$ cat src/rtl/indexed_exec_pkg.sv
// Behaviour
// - A decoded indexed bit-set word (upper nibble 1000, bit field bbb0) sets bit b of the byte at frame pointer plus k.
// - The indexed bit-set takes an offset of 0 to 95 and a bit index of 0 to 7 from its three-bit field.
// - A decoded indexed fill word (upper bits 0110 1000) writes FFh into the byte at frame pointer plus k, k from 0 to 95.
// - The extended-set enable defaults to 0; while it is 0 no operand is a frame-pointer offset, but bit-set and fill words still run with normal addressing.
// - With the extended set on and the access bit clear, a file operand at or below 5Fh is a frame-pointer offset and a larger one addresses memory normally.
// - In indexed operation the access-bank select bit is taken as zero and the bank select plays no part in the address.
package indexed_exec_pkg;

	// ----------------------------------------------------------------
	// Widths and field positions
	// ----------------------------------------------------------------
	localparam int ADDR_W = 12;
	localparam int DATA_W = 8;
	localparam int INSTR_W = 16;
	localparam int ACCESS_BIT = 8;
	localparam int BIT_LSB = 9;
	localparam int BIT_MSB = 11;
	localparam int FILE_MSB = 7;

	// ----------------------------------------------------------------
	// Opcodes and values
	// ----------------------------------------------------------------
	localparam logic [3:0] BITSET_OPC = 4'h8;
	localparam logic [6:0] FILL_OPC = 7'h34;
	localparam logic [7:0] OFFSET_MAX = 8'h5f;
	localparam logic [7:0] FILL_VALUE = 8'hff;
	localparam logic [7:0] ACCESS_SPLIT = 8'h80;
	localparam logic [3:0] SFR_BANK = 4'hf;
	localparam logic EXT_RESET = 1'h0;

	// ----------------------------------------------------------------
	// Types
	// ----------------------------------------------------------------
	typedef enum logic [4:0] {
		IDLE = 5'h01,
		DECODE = 5'h02,
		READ = 5'h04,
		PROCESS = 5'h08,
		WRITE = 5'h10
	} phase_e;

	typedef struct packed {
		logic [ADDR_W-1:0] addr;
		logic rdEn;
		logic wrEn;
		logic [DATA_W-1:0] wrData;
	} memReq_s;

	typedef struct packed {
		phase_e phase;
		logic [INSTR_W-1:0] instr;
		logic extEn;
		logic isFill;
		logic handled;
		logic indexed;
		logic ready;
		logic done;
		memReq_s mem;
	} exec_s;

	localparam exec_s RESET_STATE = '{
		phase: IDLE,
		instr: 16'h0000,
		extEn: EXT_RESET,
		isFill: 1'h0,
		handled: 1'h0,
		indexed: 1'h0,
		ready: 1'h1,
		done: 1'h0,
		mem: '{addr: 12'h000, rdEn: 1'h0, wrEn: 1'h0, wrData: 8'h00}
	};

	// ----------------------------------------------------------------
	// Helpers
	// ----------------------------------------------------------------
	function automatic logic [DATA_W-1:0] bitMask(input logic [2:0] idx);
		bitMask = 8'h01 << idx;
	endfunction : bitMask

endpackage : indexed_exec_pkg

$ cat src/rtl/operand_address_former.sv
`timescale 1ns/1ns
module operand_address_former (
	// Mode
	input wire logic extEnable,
	input wire logic accessSel,
	// Operand sources
	input wire logic [7:0] fileOperand,
	input wire logic [indexed_exec_pkg::ADDR_W-1:0] framePtr,
	input wire logic [3:0] bankSel,
	// Result
	output logic [indexed_exec_pkg::ADDR_W-1:0] effAddr,
	output logic indexed
);

	always_comb begin
		indexed = extEnable && !accessSel && (fileOperand <= indexed_exec_pkg::OFFSET_MAX);
		if (indexed) begin
			// Offset from the frame pointer, access bank taken as zero
			effAddr = indexed_exec_pkg::ADDR_W'(framePtr + {4'h0, fileOperand});
		end else if (accessSel) begin
			effAddr = {bankSel, fileOperand};
		end else if (fileOperand >= indexed_exec_pkg::ACCESS_SPLIT) begin
			effAddr = {indexed_exec_pkg::SFR_BANK, fileOperand};
		end else begin
			effAddr = {4'h0, fileOperand};
		end
	end

endmodule : operand_address_former

$ cat src/rtl/indexed_offset_bit_set_exec.sv
`timescale 1ns/1ns
module indexed_offset_bit_set_exec (
	// Clock and reset
	input wire logic clk,
	input wire logic reset,
	input wire logic clkEn,
	// Configuration
	input wire logic extendedSetEnable,
	// Instruction from fetch
	input wire logic instrValid,
	input wire logic [indexed_exec_pkg::INSTR_W-1:0] instrWord,
	output logic instrReady,
	// Core address state
	input wire logic [indexed_exec_pkg::ADDR_W-1:0] framePtr,
	input wire logic [3:0] bankSel,
	// Data memory
	input wire logic [indexed_exec_pkg::DATA_W-1:0] memRdData,
	output indexed_exec_pkg::memReq_s memReq,
	// Completion
	output logic done,
	output logic handled,
	output logic indexedMode
);

	// ----------------------------------------------------------------
	// State
	// ----------------------------------------------------------------
	indexed_exec_pkg::exec_s s_q;
	indexed_exec_pkg::exec_s s_d;
	logic [indexed_exec_pkg::ADDR_W-1:0] effAddr;
	logic effIndexed;
	logic isBitSet;
	logic isFill;

	operand_address_former addrFormer (
		.extEnable(s_q.extEn),
		.accessSel(s_q.instr[indexed_exec_pkg::ACCESS_BIT]),
		.fileOperand(s_q.instr[indexed_exec_pkg::FILE_MSB:0]),
		.framePtr(framePtr),
		.bankSel(bankSel),
		.effAddr(effAddr),
		.indexed(effIndexed)
	);

	// ----------------------------------------------------------------
	// Decode
	// ----------------------------------------------------------------
	always_comb begin
		isBitSet = (s_q.instr[15:12] == indexed_exec_pkg::BITSET_OPC);
		isFill = (s_q.instr[15:9] == indexed_exec_pkg::FILL_OPC);
	end

	// ----------------------------------------------------------------
	// Next state
	// ----------------------------------------------------------------
	always_comb begin
		s_d = s_q;
		s_d.done = 1'h0;
		s_d.mem.rdEn = 1'h0;
		s_d.mem.wrEn = 1'h0;
		unique case (s_q.phase)
			indexed_exec_pkg::IDLE: begin
				// Enable tracks configuration only between instructions
				s_d.extEn = extendedSetEnable;
				if (instrValid && s_q.ready) begin
					s_d.instr = instrWord;
					s_d.ready = 1'h0;
					s_d.phase = indexed_exec_pkg::DECODE;
				end
			end
			indexed_exec_pkg::DECODE: begin
				s_d.handled = isBitSet || isFill;
				s_d.isFill = isFill;
				s_d.indexed = effIndexed;
				s_d.mem.addr = effAddr;
				s_d.mem.rdEn = isBitSet;
				s_d.phase = indexed_exec_pkg::READ;
			end
			indexed_exec_pkg::READ: begin
				s_d.phase = indexed_exec_pkg::PROCESS;
			end
			indexed_exec_pkg::PROCESS: begin
				if (s_q.isFill) begin
					s_d.mem.wrData = indexed_exec_pkg::FILL_VALUE;
				end else begin
					s_d.mem.wrData = memRdData | indexed_exec_pkg::bitMask(
						s_q.instr[indexed_exec_pkg::BIT_MSB:indexed_exec_pkg::BIT_LSB]);
				end
				s_d.mem.wrEn = s_q.handled;
				s_d.phase = indexed_exec_pkg::WRITE;
			end
			indexed_exec_pkg::WRITE: begin
				s_d.done = 1'h1;
				s_d.ready = 1'h1;
				s_d.phase = indexed_exec_pkg::IDLE;
			end
		endcase
	end

	always_ff @(posedge clk) begin
		if (reset) begin
			s_q <= indexed_exec_pkg::RESET_STATE;
		end else if (clkEn) begin
			s_q <= s_d;
		end
	end

	// ----------------------------------------------------------------
	// Outputs
	// ----------------------------------------------------------------
	always_comb begin
		instrReady = s_q.ready;
		memReq = s_q.mem;
		done = s_q.done;
		handled = s_q.handled;
		indexedMode = s_q.indexed;
	end

	// ----------------------------------------------------------------
	// Assertions
	// ----------------------------------------------------------------
	AST_BITSET_DATA: assert property (@(posedge clk) disable iff (reset || !clkEn)
		(s_q.phase == indexed_exec_pkg::PROCESS && s_q.handled && !s_q.isFill)
		|=> memReq.wrEn && memReq.wrData ==
			($past(memRdData) | indexed_exec_pkg::bitMask(s_q.instr[11:9])))
		else $error("bit set wrote wrong data");

	AST_ONE_BIT_ONLY: assert property (@(posedge clk) disable iff (reset || !clkEn)
		(memReq.wrEn && !s_q.isFill)
		|-> $onehot0(memReq.wrData & ~$past(memRdData)))
		else $error("bit set changed more than one bit");

	AST_FILL_VALUE: assert property (@(posedge clk) disable iff (reset || !clkEn)
		(memReq.wrEn && s_q.isFill) |-> memReq.wrData == 8'hff && !$past(memReq.rdEn, 2))
		else $error("fill did not write all ones");

	AST_EXT_DEFAULT: assert property (@(posedge clk) disable iff (reset)
		$past(reset) |-> !s_q.extEn && !indexedMode)
		else $error("extended set enabled after reset");

	AST_INDEXED_ADDR: assert property (@(posedge clk) disable iff (reset || !clkEn)
		(s_q.phase == indexed_exec_pkg::DECODE && s_q.extEn && !s_q.instr[8] &&
			s_q.instr[7:0] <= 8'h5f)
		|=> indexedMode && memReq.addr == 12'($past(framePtr) + {4'h0, s_q.instr[7:0]}))
		else $error("indexed address not frame pointer plus offset");

	AST_DIRECT_ADDR: assert property (@(posedge clk) disable iff (reset || !clkEn)
		(s_q.phase == indexed_exec_pkg::DECODE && (!s_q.extEn || s_q.instr[7:0] > 8'h5f))
		|=> !indexedMode && memReq.addr[7:0] == s_q.instr[7:0])
		else $error("operand above offset range was treated as offset");

	AST_BANK_IGNORED: assert property (@(posedge clk) disable iff (reset || !clkEn)
		(s_q.phase == indexed_exec_pkg::DECODE && s_q.extEn && !s_q.instr[8] &&
			s_q.instr[7:0] <= 8'h5f && $changed(bankSel))
		|=> memReq.addr == 12'($past(framePtr) + {4'h0, s_q.instr[7:0]}))
		else $error("bank select leaked into indexed address");

	AST_PHASE_TIMING: assert property (@(posedge clk) disable iff (reset || !clkEn)
		(instrValid && instrReady && instrWord[15:12] == 4'h8)
		|=> !instrReady ##1 memReq.rdEn ##2 memReq.wrEn ##1 (done && instrReady))
		else $error("bit set did not follow decode read process write");

	AST_WRITE_ONCE: assert property (@(posedge clk) disable iff (reset || !clkEn)
		memReq.wrEn |=> !memReq.wrEn && done && $stable(memReq.addr))
		else $error("write not single or not followed by completion");

	// ----------------------------------------------------------------
	// Assertions on sequencing and freeze
	// ----------------------------------------------------------------
	AST_RESET_IDLE: assert property (@(posedge clk)
		reset |=> s_q.phase == indexed_exec_pkg::IDLE && instrReady && !done &&
			!memReq.rdEn && !memReq.wrEn)
		else $error("reset did not return the block to idle");

	AST_READY_MATCH: assert property (@(posedge clk) disable iff (reset)
		instrReady == (s_q.phase == indexed_exec_pkg::IDLE))
		else $error("ready does not match idle phase");

	AST_DONE_PULSE: assert property (@(posedge clk) disable iff (reset || !clkEn)
		done |=> !done)
		else $error("completion lasted more than one cycle");

	AST_INSTR_HELD: assert property (@(posedge clk) disable iff (reset)
		(s_q.phase != indexed_exec_pkg::IDLE) |=> $stable(s_q.instr))
		else $error("instruction changed while in flight");

	AST_ADDR_HELD: assert property (@(posedge clk) disable iff (reset)
		(s_q.phase == indexed_exec_pkg::READ || s_q.phase == indexed_exec_pkg::PROCESS)
		|=> $stable(memReq.addr))
		else $error("data address moved between read and write");

	AST_FILL_TIMING: assert property (@(posedge clk) disable iff (reset || !clkEn)
		(instrValid && instrReady && instrWord[15:9] == indexed_exec_pkg::FILL_OPC)
		|=> !instrReady ##1 !memReq.rdEn ##2 memReq.wrEn ##1 (done && instrReady))
		else $error("fill did not follow decode read process write");

	AST_FILL_NO_READ: assert property (@(posedge clk) disable iff (reset || !clkEn)
		(s_q.phase == indexed_exec_pkg::DECODE && isFill)
		|=> handled && !memReq.rdEn)
		else $error("fill read memory or was not handled");

	AST_FOREIGN_NOP: assert property (@(posedge clk) disable iff (reset || !clkEn)
		(s_q.phase == indexed_exec_pkg::DECODE && !isBitSet && !isFill)
		|=> !handled && !memReq.rdEn ##2 !memReq.wrEn)
		else $error("other instruction touched data memory");

	AST_EXT_HELD: assert property (@(posedge clk) disable iff (reset)
		(s_q.phase != indexed_exec_pkg::IDLE) |=> $stable(s_q.extEn))
		else $error("extended set enable changed mid instruction");

	AST_EXT_LATCH: assert property (@(posedge clk) disable iff (reset || !clkEn)
		(s_q.phase == indexed_exec_pkg::IDLE)
		|=> s_q.extEn == $past(extendedSetEnable))
		else $error("extended set enable not taken while idle");

	AST_FROZEN_HOLD: assert property (@(posedge clk) disable iff (reset)
		!clkEn |=> $stable(s_q))
		else $error("state moved while clock enable was low");

	AST_NO_RD_WR: assert property (@(posedge clk) disable iff (reset)
		!(memReq.rdEn && memReq.wrEn))
		else $error("read and write requested together");

endmodule : indexed_offset_bit_set_exec

$ cat config.mk
export PLATFORM = sky130hd
export DESIGN_NAME = indexed_offset_bit_set_exec
export DESIGN_NICKNAME = d
export VERILOG_FILES = /design/src/rtl/indexed_exec_pkg.sv /design/src/rtl/operand_address_former.sv /design/src/rtl/indexed_offset_bit_set_exec.sv
export SDC_FILE = /design/constraint.sdc
export NUM_CORES = 1
export LEC_CHECK = 0
export BUFFER_PORTS_ARGS = -buffer_cell sky130_fd_sc_hd__buf_2
export CAP_MARGIN = 30
export CORE_MARGIN = 2
export CORE_UTILIZATION = 39
export CTS_CLUSTER_DIAMETER = 30
export CTS_CLUSTER_SIZE = 10
export DETAILED_ROUTE_END_ITERATION = 16
export GPL_ROUTABILITY_DRIVEN = 0
export HOLD_SLACK_MARGIN = 0.06
export SLEW_MARGIN = 20
export SYNTH_ARGS = -nofsm -noshare
export SYNTH_HDL_FRONTEND = slang
export SYNTH_SLANG_ARGS = --single-unit
$ cat constraint.sdc
create_clock -name clk -period 4.4 [get_ports clk]
set_input_delay 0.88 -clock clk [delete_from_list [all_inputs] [get_ports clk]]
set_output_delay 0.88 -clock clk [all_outputs]
set_load 0.05 [all_outputs]
==> qor.csv, run 1 <==
stage,metric,value,unit
status,status,finished clean,
power,clkPwrFrac,0.328,
detailed_routing,first_pass_iters,4,
worst_setup_path,end_kind,flip-flop,
worst_setup_path,worstSetupPathType,input pin to flip-flop,
detailed_routing,drc,0,
grt,antenna_found_initial,0,
synth,synth_cell_types,50,
clocking,clock_sinks,49,
clocking,cts_max_level,2,
clocking,cts_root_buf,clkbuf_8,
synth,netlist_area,0.002630,sq mm
worst_setup_path,arrival,2730,ps
final_layout,drive_gt1_frac,0.2386,
detailed_routing,vias_per_cell,5.261,
sta,maxSlewViolCount,0,
worst_setup_path,cp_max_fo,3,
final_layout,final_nets,405,
worst_setup_path,startpoint_type,input pin,
floorplanning,ios,71,
clocking,ctsResizeCount,0,
synth,async_flop_share,0,
place,dp_hpwl,4.196,mm
worst_setup_path,crit_start,framePtr[0],
floorplanning,core,0.006422,sq mm
sta,period_share,0.5735,
final_layout,fillers,673,
worst_setup_path,reg2reg_depth,4,
min_path,hold_path_class,flip-flop to flip-flop,
detailed_routing,postRouteAntennaNets,0,
detailed_routing,wl_per_cell,13.79,microns
sta,setup_viol,0,
synth,synthFlopType,dfxtp_1,
worst_setup_path,timing.rr.start,s_q[44]$_SDFFE_PP1P_,
sta,maxSlewHeadroom,0.4013,
worst_setup_path,cp.required,4610,ps
floorplanning,rows,29,
sta,setup_tns,0,ps
final_layout,num_antenna_cells,0,
run,max_cap_violations,0,
power,netSwitchingFraction,0.2975,
sta,finClkSkew,10.65,ps
clocking,clock_path_buffers,2,
synth,synthCells,311,
grt,grt.total_usage,0.1650,
clocking,post_cts.repair.setup_buffers,0,
sta,min_period,2523,ps
final_layout,final_core_util,0.4567,
clocking,ctsHoldBuffers,0,
worst_setup_path,reg2reg_to,memReq[20]$_SDFFE_PP0P_,
grt,grt_pass1_wl,9.832,mm
power,irDropWorstVdd,0.1315,mV
power,pwr_density_cell,304.7,mW/mm^2
synth,seq_area_frac_synth,0.3730,
grt,overflow,0,
place,port_buffers,70,
floorplanning,die_height,86.12,microns
clocking,cts_tree,built,
sta,worst_pin_slew,898.1,ps
sta,max_freq,396.3,MHz
floorplanning,initial_core_util,0.4095,
clocking,clkTransAtPathRegs,110,ps
power,leakagePower,1.262,nW
worst_setup_path,r2r_slack,2110,ps
clocking,cts_made_buffers,5,
power,p_int,627.7,uW
power,netSwitchingPower,265.9,uW
grt,grt_pass1_vias,2095,
final_layout,syn_to_final_growth,11.51,%
detailed_routing,drt_iter0_drc,139,
detailed_routing,vias,2257,
detailed_routing,finalWirelength,5.918,mm
clocking,clkLatencyLatePin,310,ps
grt,grt_max_degree,50,
floorplanning,dieArea,0.007417,sq mm
final_layout,layout_commonest_cell,buf_2,
synth,synth_edf_count,0,
power,p_comb_frac,0.147,
synth,ys_seq_elements,49,
sta,rsz0062_at_grt,false,
synth,synth.avg_cell_area,8.457,sq um
sta,final-hold-violation-count,0,
final_layout,layout_common_cells,"70 x buf_2, 54 x nor2_1, 49 x dfxtp_1",
floorplanning,die_w,86.12,microns
synth,yosys_warnings,0,
power,seqPwrFrac,0.525,
worst_setup_path,crit_path_end,memReq[20]$_SDFFE_PP0P_,
synth,syn-num-nets,365,
==> cell families (layout without fill, tap and decap cells) <==
logic type,count (synthesis),in the layout,share of synthesized area
xor gates and xnor gates,5,5,0.01665
and+or+nand+nor,114,114,0.2141
AOI/OAI and AO/OA,71,71,0.1789
adders and majority gates,9,9,0.04567
muxes,18,18,0.06851
DFF,49,49,0.3730
buffers and inverters,45,86,0.1032
==> metrics by stage <==
stage	hold slack (ps)	std cells	worst slack [ps]	power (mW)	instance area (sq um)
2_1_floorplan	432.3	311	1813	0.5726	2630
3_5_place_dp	445.8	421	1535	0.6106	2835
5_1_grt	496.2	429	1664	0.9375	2933
3_3_place_gp	440.3	421	1586	0.6092	2835
4_1_cts	461.3	429	1866	0.9014	2933
6_report	456.6	429	1877	0.8936	2933
==> critical path, cell delays in order <==
cell	delay (ps)
buf_2	90
ha_1	170
inv_1	60
fa_1	370
and2b_1	260
o211ai_2	100
nand4b_1	170
nand4_1	130
xor2_1	160
a2111oi_1	350
==> Yosys cell counts, types with 2 or more instances <==
cell       instances  area (sq um)
mux2i_1           18         180.2
a31oi_1            5         31.28
nor2_4             2         22.52
buf_1              2         7.510
nand3b_1           2         15.01
or3_1              2         12.51
a311oi_1           4         35.03
nor2_1            54         202.7
and3_1             2         12.51
xor2_1             3         26.28
nand2_1           18         67.56
nor3_1            12         60.06
xnor2_1            2         17.52
o2111ai_1          2         17.52
and2b_1            2         15.01
buf_4             22         165.2
a21o_1             3         22.52
nand4_1            4         25.02
a211oi_1          14         105.1
a21oi_1           20         100.1
ha_1               8         100.1
inv_1              7         26.28
nand3_1            8         40.04
o21bai_1           2         15.01
buf_2              6         30.03
o21ai_0           10         50.05
clkbuf_1           5         18.77
dfxtp_1           49         980.9
o211ai_1           2         15.01
==> power groups by stage <==
| stage | Clock [mW] | Sequential, mW | Combinational [mW] |
|---|---|---|---|
| after global routing | 0.319 | 0.472 | 0.147 |
| final | 0.293 | 0.469 | 0.131 |
| after global placement | 0 | 0.479 | 0.130 |
| after CTS | 0.300 | 0.469 | 0.132 |
| after floorplan | 0 | 0.477 | 0.0955 |
| after detailed placement | 0 | 0.479 | 0.131 |
==> routing by layer <==
metal	wire length (microns)	GRT usage	vias up
li1	-	-	1166
met2	2540	0.2467	54
met1	2979	0.2327	1030
met4	76	0.05339	0
met5	0	0	-
met3	322	0.04042	7
==> state kept, by name, summed over array words and instances (netlist names) <==
register     flops
done             1
s_q             23
handled          1
indexedMode      1
memReq          22
instrReady       1
==> cell type report <==
cell class | instances | area, sq um | share of cell area
multi-input cells | 217 | 1378 | 0.4697
flip-flops and latches | 49 | 980.9 | 0.3345
repair buffers | 70 | 350.3 | 0.1195
well taps | 77 | 96.34 | 0.03285
clock buffers | 5 | 68.82 | 0.02346
inverters | 8 | 30.03 | 0.01024
clock inverters | 3 | 28.78 | 0.009812
==> worst min path at each step <==
stage,from,end,slack (ps),cells after the start
after floorplan,memReq[11]$_SDFFE_PP0P_,memReq[11]$_SDFFE_PP0P_,430,2
after global placement,memReq[11]$_SDFFE_PP0P_,memReq[11]$_SDFFE_PP0P_,440,2
after detailed placement,memReq[11]$_SDFFE_PP0P_,memReq[11]$_SDFFE_PP0P_,450,2
after CTS,memReq[11]$_SDFFE_PP0P_,memReq[11]$_SDFFE_PP0P_,460,2
after global routing,memReq[11]$_SDFFE_PP0P_,memReq[11]$_SDFFE_PP0P_,500,2
final,memReq[11]$_SDFFE_PP0P_,memReq[11]$_SDFFE_PP0P_,460,2
Note: power is estimated with default switching activity, not from simulation.
==> run 2: changes to the inputs <==
==> constraint.sdc (replaced) <==
create_clock -name clk -period 2.6 [get_ports clk]
set_input_delay 0.52 -clock clk [delete_from_list [all_inputs] [get_ports clk]]
set_output_delay 0.52 -clock clk [all_outputs]
set_load 0.05 [all_outputs]
==> run 2 against run 1 <==
Compared with the run above: setup slack got worse by 1500 ps; die area did not move; first-iteration DRC count fell by 17%; design area rose by 0.43%; clock skew fell by 4.6 ps; global-route usage rose by 0.074 points; combinational power rose by 72%; sequential share of layout area fell by 0.14 points; wire length rose by 1.7%; cell count rose by 0.70%; core utilization rose by 0.19 points; clock power rose by 53%; critical path type is now flip-flop to flip-flop; largest power group unchanged; highest routed layer unchanged.
==> qor.csv, run 2 (synthesis results as in run 1) <==
stage,metric,value,unit,change
min_path,hp-start,instrWord[14],,
sta,min_period,2250,ps,
clocking,ctsResizeCount,0,,unchanged
worst_setup_path,cp.required,2790,ps,-1820 ps
final_layout,regMostFlops,s_q,,
sta,period_share,0.8654,,
clocking,cts_made_buffers,5,,unchanged
power,finalPower,1.467,mW,+64%
sta,max_freq,444.4,MHz,
worst_setup_path,worstSetupPathType,flip-flop to flip-flop,,
clocking,cts_tree,built,,
detailed_routing,drt_iter0_drc,115,,-17%
sta,setup_viol,0,,unchanged
worst_setup_path,slowest_delay,360,ps,about the same
final_layout,layout_common_cells,"70 x buf_2, 54 x nor2_1, 49 x dfxtp_1",,
final_layout,syn_to_final_growth,11.99,%,
detailed_routing,postRouteAntennaNets,0,,unchanged
detailed_routing,wl_per_cell,13.94,microns,+1.0%
floorplanning,die_height,86.12,microns,unchanged
final_layout,final_cells,432,,+0.70%
detailed_routing,finalWirelength,6.021,mm,+1.7%
clocking,clock_sinks,49,,unchanged
worst_setup_path,path_cells,ha_1 -> inv_1 -> fa_1 -> and2b_1 -> o211ai_2 -> nand4b_1 -> nand4_1 -> xor2_1 -> a2111oi_1,,
detailed_routing,drc,0,,unchanged
worst_setup_path,startpoint_type,flip-flop,,
worst_setup_path,cp_max_fo,3,,unchanged
power,pwr_density_cell,498.2,mW/mm^2,+63%
floorplanning,rows,29,,unchanged
worst_setup_path,cp.buffers_inverters,1,,-1
floorplanning,core,0.006422,sq mm,unchanged
detailed_routing,first_pass_iters,4,,unchanged
grt,grt_pass1_wl,9.811,mm,-0.21%
sta,worst_pin_slew,631.3,ps,-266.7 ps
final_layout,fillers,661,,-1.8%
final_layout,final_nets,408,,+0.74%
worst_setup_path,reg2reg_depth,9,,+5
sta,setup_tns,0,ps,unchanged
place,placed_cell_area,0.002858,sq mm,+0.79%
worst_setup_path,end_kind,flip-flop,,
place,dp.cells,424,,+0.71%
final_layout,design_area,0.002945,sq mm,+0.43%
min_path,hold_path_class,input pin to flip-flop,,
sta,rsz0062_at_grt,false,,
clocking,clkTransAtPathRegs,90,ps,-20 ps
floorplanning,initial_core_util,0.4095,,unchanged
worst_setup_path,r2r_slack,350,ps,-1760 ps
worst_setup_path,timing.rr.start,s_q[28]$_SDFFE_PP0P_,,
detailed_routing,vias,2266,,+0.40%
run,max_cap_violations,0,,unchanged
floorplanning,ios,71,,unchanged
grt,antenna_found_initial,0,,unchanged
sta,hold_slack,452.9,ps,-3.738 ps
worst_setup_path,arrival,2440,ps,-290 ps
final_layout,layout_commonest_cell,buf_2,,
min_path,worstHoldPathCells,3,,+1
clocking,cts_max_level,2,,unchanged
sta,final-hold-violation-count,0,,unchanged
floorplanning,dieArea,0.007417,sq mm,unchanged
grt,grt_pass1_vias,2077,,-0.86%
sta,finClkSkew,6.041,ps,-4.612 ps
sta,maxSlewViolCount,0,,unchanged
final_layout,num_antenna_cells,0,,unchanged
grt,grt_max_degree,27,,-46%
power,irDropWorstVdd,0.2288,mV,+74%
final_layout,drive_gt1_frac,0.2423,,+0.003617
final_layout,largest_reg_flops,23,,unchanged
grt,overflow,0,,unchanged
sta,maxSlewHeadroom,0.5788,,+0.1775
clocking,cts_root_buf,clkbuf_8,,
worst_setup_path,crit_family,simple AND/OR/NAND/NOR gates,,
status,status,finished clean,,
clocking,clkLatencyLatePin,300,ps,about the same
worst_setup_path,reg2reg_to,memReq[20]$_SDFFE_PP0P_,,
worst_setup_path,crit_slowest_cell,dfxtp_1,,
clocking,clock_path_buffers,2,,unchanged
detailed_routing,vias_per_cell,5.245,,-0.30%
clocking,ctsHoldBuffers,0,,unchanged
floorplanning,die_w,86.12,microns,unchanged
grt,grt.total_usage,0.1657,,+0.0007362
place,port_buffers,70,,unchanged
power,leakagePower,1.263,nW,about the same
min_path,holdPathEnd,s_q[42]$_SDFFE_PP0P_,,
place,dp_hpwl,4.475,mm,+6.7%
clocking,post_cts.repair.setup_buffers,0,,unchanged
[run 2: changes by cell type in the layout (fill, tap and decap cells not counted)]
cell and delta:
inv_8 -1, clkinv_4 -1, buf_4 +3, clkinvlp_4 +2, inv_6 -1, clkbuf_1 +1
[run 2: report_power, final]
group | switching [mW] | internal (mW) | leakage, nW
clock network | 0.259 | 0.190 | 0.0374
registers | 0.0224 | 0.771 | 0.397
logic | 0.134 | 0.0911 | 0.829
total | 0.415 | 1.05 | 1.26
[run 2: worst max-delay path by stage]
stage                          from                      end  depth (start not counted)
5_1_grt        s_q[28]$_SDFFE_PP0P_  memReq[20]$_SDFFE_PP0P_                          9
4_1_cts        s_q[28]$_SDFFE_PP0P_  memReq[20]$_SDFFE_PP0P_                          9
6_report       s_q[28]$_SDFFE_PP0P_  memReq[20]$_SDFFE_PP0P_                          9
2_1_floorplan           framePtr[0]  memReq[20]$_SDFFE_PP0P_                          9
3_5_place_dp            framePtr[0]  memReq[20]$_SDFFE_PP0P_                         10
3_3_place_gp            framePtr[0]  memReq[20]$_SDFFE_PP0P_                         10
[run 2: cell type report]
cell class	instances	area, sq um	share of cell area
clock inverter	2	15.01	0.005098
tap	77	96.34	0.03271
clock buffer	6	72.57	0.02464
sequential	49	980.9	0.3331
timing repair buffer	73	372.9	0.1266
inverter	8	30.03	0.01020
multi-input combinational	217	1378	0.4677
[run 2: worst min-delay path: cells and delay by family]
family        cells  cell delay, ps
mux               1              50
buf+inv           1              70
simple gates      1              70
[run 2: metal layers]
| layer | up-vias | share of wire | GRT usage |
|---|---|---|---|
| met5 | - | 0 | 0 |
| met4 | 0 | 0.011 | 0.04618 |
| met3 | 9 | 0.060 | 0.03657 |
| met2 | 79 | 0.45 | 0.2600 |
| met1 | 1003 | 0.48 | 0.2289 |
| li1 | 1175 | - | - |
[run 2: per-stage QoR]
step | setup WS [ps] | utilization
2_1_floorplan | 373.1 | -
3_3_place_gp | 142.6 | 0.4450
3_5_place_dp | 83.11 | 0.4450
4_1_cts | 328.6 | 0.4586
5_1_grt | 170.5 | 0.4586
6_report | 349.9 | 0.4586
==> run 3: changes to the inputs <==
--- a/config.mk
+++ b/config.mk
@@ -8,12 +8,13 @@
 export BUFFER_PORTS_ARGS = -buffer_cell sky130_fd_sc_hd__buf_2
 export CAP_MARGIN = 30
 export CORE_MARGIN = 2
-export CORE_UTILIZATION = 39
+export CORE_UTILIZATION = 41
 export CTS_CLUSTER_DIAMETER = 30
 export CTS_CLUSTER_SIZE = 10
 export DETAILED_ROUTE_END_ITERATION = 16
 export GPL_ROUTABILITY_DRIVEN = 0
 export HOLD_SLACK_MARGIN = 0.06
+export PLACE_DENSITY_LB_ADDON = 0.25
 export SLEW_MARGIN = 20
 export SYNTH_ARGS = -nofsm -noshare
 export SYNTH_HDL_FRONTEND = slang
==> constraint.sdc (replaced) <==
create_clock -name clk -period 2.4 [get_ports clk]
set_input_delay 0.48 -clock clk [delete_from_list [all_inputs] [get_ports clk]]
set_output_delay 0.48 -clock clk [all_outputs]
set_load 0.05 [all_outputs]
==> run 3 against run 2 <==
Compared with the run above: design area rose by 0.72%; setup slack worse by 120 ps; critical endpoint unchanged; highest routed layer unchanged; cell count rose by 0.69%; worst hold slack lost 44 ps; sequential power increased by 8.3%; clock skew is 2.2 ps lower; first-iteration DRC count shrank 30%.
==> qor.csv, run 3 (synthesis results as in run 1) <==
stage,metric,value,unit,change
clocking,cts_max_level,2,,unchanged
final_layout,largest_reg_flops,23,,unchanged
clocking,ctsResizeCount,0,,unchanged
min_path,hold_path_class,input pin to flip-flop,,
final_layout,num_antenna_cells,0,,unchanged
worst_setup_path,crit_slowest_cell,fa_1,,
detailed_routing,vias,2300,,+1.5%
power,pwr_density_cell,535.0,mW/mm^2,+7.4%
sta,min_period,2167,ps,-82.76 ps
floorplanning,rows,29,,unchanged
final_layout,layout_common_cells,"70 x buf_2, 54 x nor2_1, 49 x dfxtp_1",,
detailed_routing,first_pass_iters,5,,+1
worst_setup_path,path_cells,ha_1 -> inv_1 -> fa_1 -> and2b_1 -> o211ai_2 -> nand4b_1 -> nand4_1 -> xor2_1 -> a2111oi_1,,
floorplanning,ios,71,,unchanged
clocking,cts_root_buf,clkbuf_8,,
grt,antenna_found_initial,0,,unchanged
worst_setup_path,slowest_delay,380,ps,+20 ps
power,finalPower,1.587,mW,+8.2%
sta,rsz0062_at_grt,false,,
detailed_routing,finalWirelength,5.879,mm,-2.4%
detailed_routing,postRouteAntennaNets,0,,unchanged
clocking,post_cts.repair.setup_buffers,0,,unchanged
final_layout,final_core_util,0.4726,,+0.01399
final_layout,multi_input_area,0.001378,sq mm,unchanged
grt,grt_max_degree,30,,+11%
sta,max_freq,461.4,MHz,+3.8%
final_layout,regMostFlops,s_q,,
worst_setup_path,startpoint_type,flip-flop,,
final_layout,syn_to_final_growth,12.80,%,
worst_setup_path,cp.required,2600,ps,-190 ps
clocking,cts_made_buffers,5,,unchanged
sta,finClkSkew,3.845,ps,-2.196 ps
power,leakagePower,1.286,nW,+1.8%
place,dp.cells,427,,+0.71%
floorplanning,initial_core_util,0.4190,,+0.009468
place,dp_hpwl,4.295,mm,-4.0%
clocking,clock_path_buffers,2,,unchanged
worst_setup_path,cp.buffers_inverters,1,,unchanged
floorplanning,die_height,84.09,microns,-2.4%
sta,hold_slack,408.5,ps,-44.32 ps
power,irDropWorstVdd,0.2116,mV,-7.5%
floorplanning,dieArea,0.007071,sq mm,-4.7%
detailed_routing,drt_iter0_drc,81,,-30%
grt,overflow,0,,unchanged
clocking,clock_sinks,49,,unchanged
clocking,clkTransAtPathRegs,90,ps,about the same
run,max_cap_violations,0,,unchanged
place,port_buffers,70,,unchanged
sta,setup_tns,0,ps,unchanged
sta,maxSlewViolCount,0,,unchanged
sta,final-hold-violation-count,0,,unchanged
final_layout,fillers,652,,-1.4%
detailed_routing,vias_per_cell,5.287,,+0.80%
clocking,clkLatencyLatePin,300,ps,about the same
worst_setup_path,cp_max_fo,3,,unchanged
worst_setup_path,end_kind,flip-flop,,
clocking,ctsHoldBuffers,0,,unchanged
final_layout,final_nets,411,,+0.74%
sta,period_share,0.9031,,+0.03764
sta,maxSlewHeadroom,0.5703,,-0.008540
worst_setup_path,worstSetupPathType,flip-flop to flip-flop,,
clocking,cts_tree,built,,
detailed_routing,wl_per_cell,13.51,microns,-3.0%
final_layout,layout_commonest_cell,buf_2,,
grt,grt_pass1_vias,2023,,-2.6%
final_layout,final_cells,435,,+0.69%
grt,grt.total_usage,0.1666,,+0.0008665
floorplanning,die_w,84.09,microns,-2.4%
worst_setup_path,crit_family,adder cells,,
sta,setup_viol,0,,unchanged
floorplanning,core,0.006277,sq mm,-2.3%
grt,grt_pass1_wl,9.597,mm,-2.2%
sta,worst_pin_slew,644.1,ps,+12.80 ps
detailed_routing,drc,0,,unchanged
final_layout,drive_gt1_frac,0.2514,,+0.009143
final_layout,regArea,980.9,sq um,unchanged
worst_setup_path,arrival,2360,ps,-80 ps
status,status,finished clean,,
[run 3: through the flow]
| step | instance area (sq um) | worst slack (ps) |
|---|---|---|
| 2_1_floorplan | 2630 | 213.1 |
| 3_3_place_gp | 2880 | 59.98 |
| 3_5_place_dp | 2880 | 33.45 |
| 4_1_cts | 2967 | 207.6 |
| 5_1_grt | 2967 | 68.02 |
| 6_report | 2967 | 232.6 |
[run 3: report_power, final]
group / switching (mW) / internal [mW]
sequential: 0.0242 / 0.835
clock: 0.281 / 0.202
combinational: 0.144 / 0.101
total: 0.449 / 1.14
[run 3: final timing paths]
| check | end | depth (start not counted) | from | slack [ps] |
|---|---|---|---|---|
| worst max register to register | memReq[20]$_SDFFE_PP0P_ | 9 | s_q[28]$_SDFFE_PP0P_ | 230 |
| worst max-delay path | memReq[20]$_SDFFE_PP0P_ | 9 | s_q[28]$_SDFFE_PP0P_ | 230 |
| worst min register to register | memReq[9]$_SDFFE_PP0P_ | 2 | memReq[9]$_SDFFE_PP0P_ | 470 |
| worst min-delay path | s_q[29]$_SDFFE_PP0P_ | 3 | instrWord[1] | 410 |
[run 3: cell type report]
cell class | instances | share of cell area
multi-input combinational | 217 | 0.4644
sequential | 49 | 0.3307
clock inverter | 3 | 0.005905
tap | 77 | 0.03248
timing repair buffer | 76 | 0.1333
inverter | 8 | 0.01012
clock buffer | 5 | 0.02320
[run 3: tightest hold or removal path, stage by stage]
cell and delay (ps):
buf_2 70, mux2i_1 50, nor2_1 70
[run 3: layer usage]
layer  wire (microns)  track usage  up-vias
li1                 -            -     1173
met1             2848       0.2256     1068
met2             2758       0.2662       55
met3              229      0.03858        4
met4               44      0.04399        0
met5                0            0        -
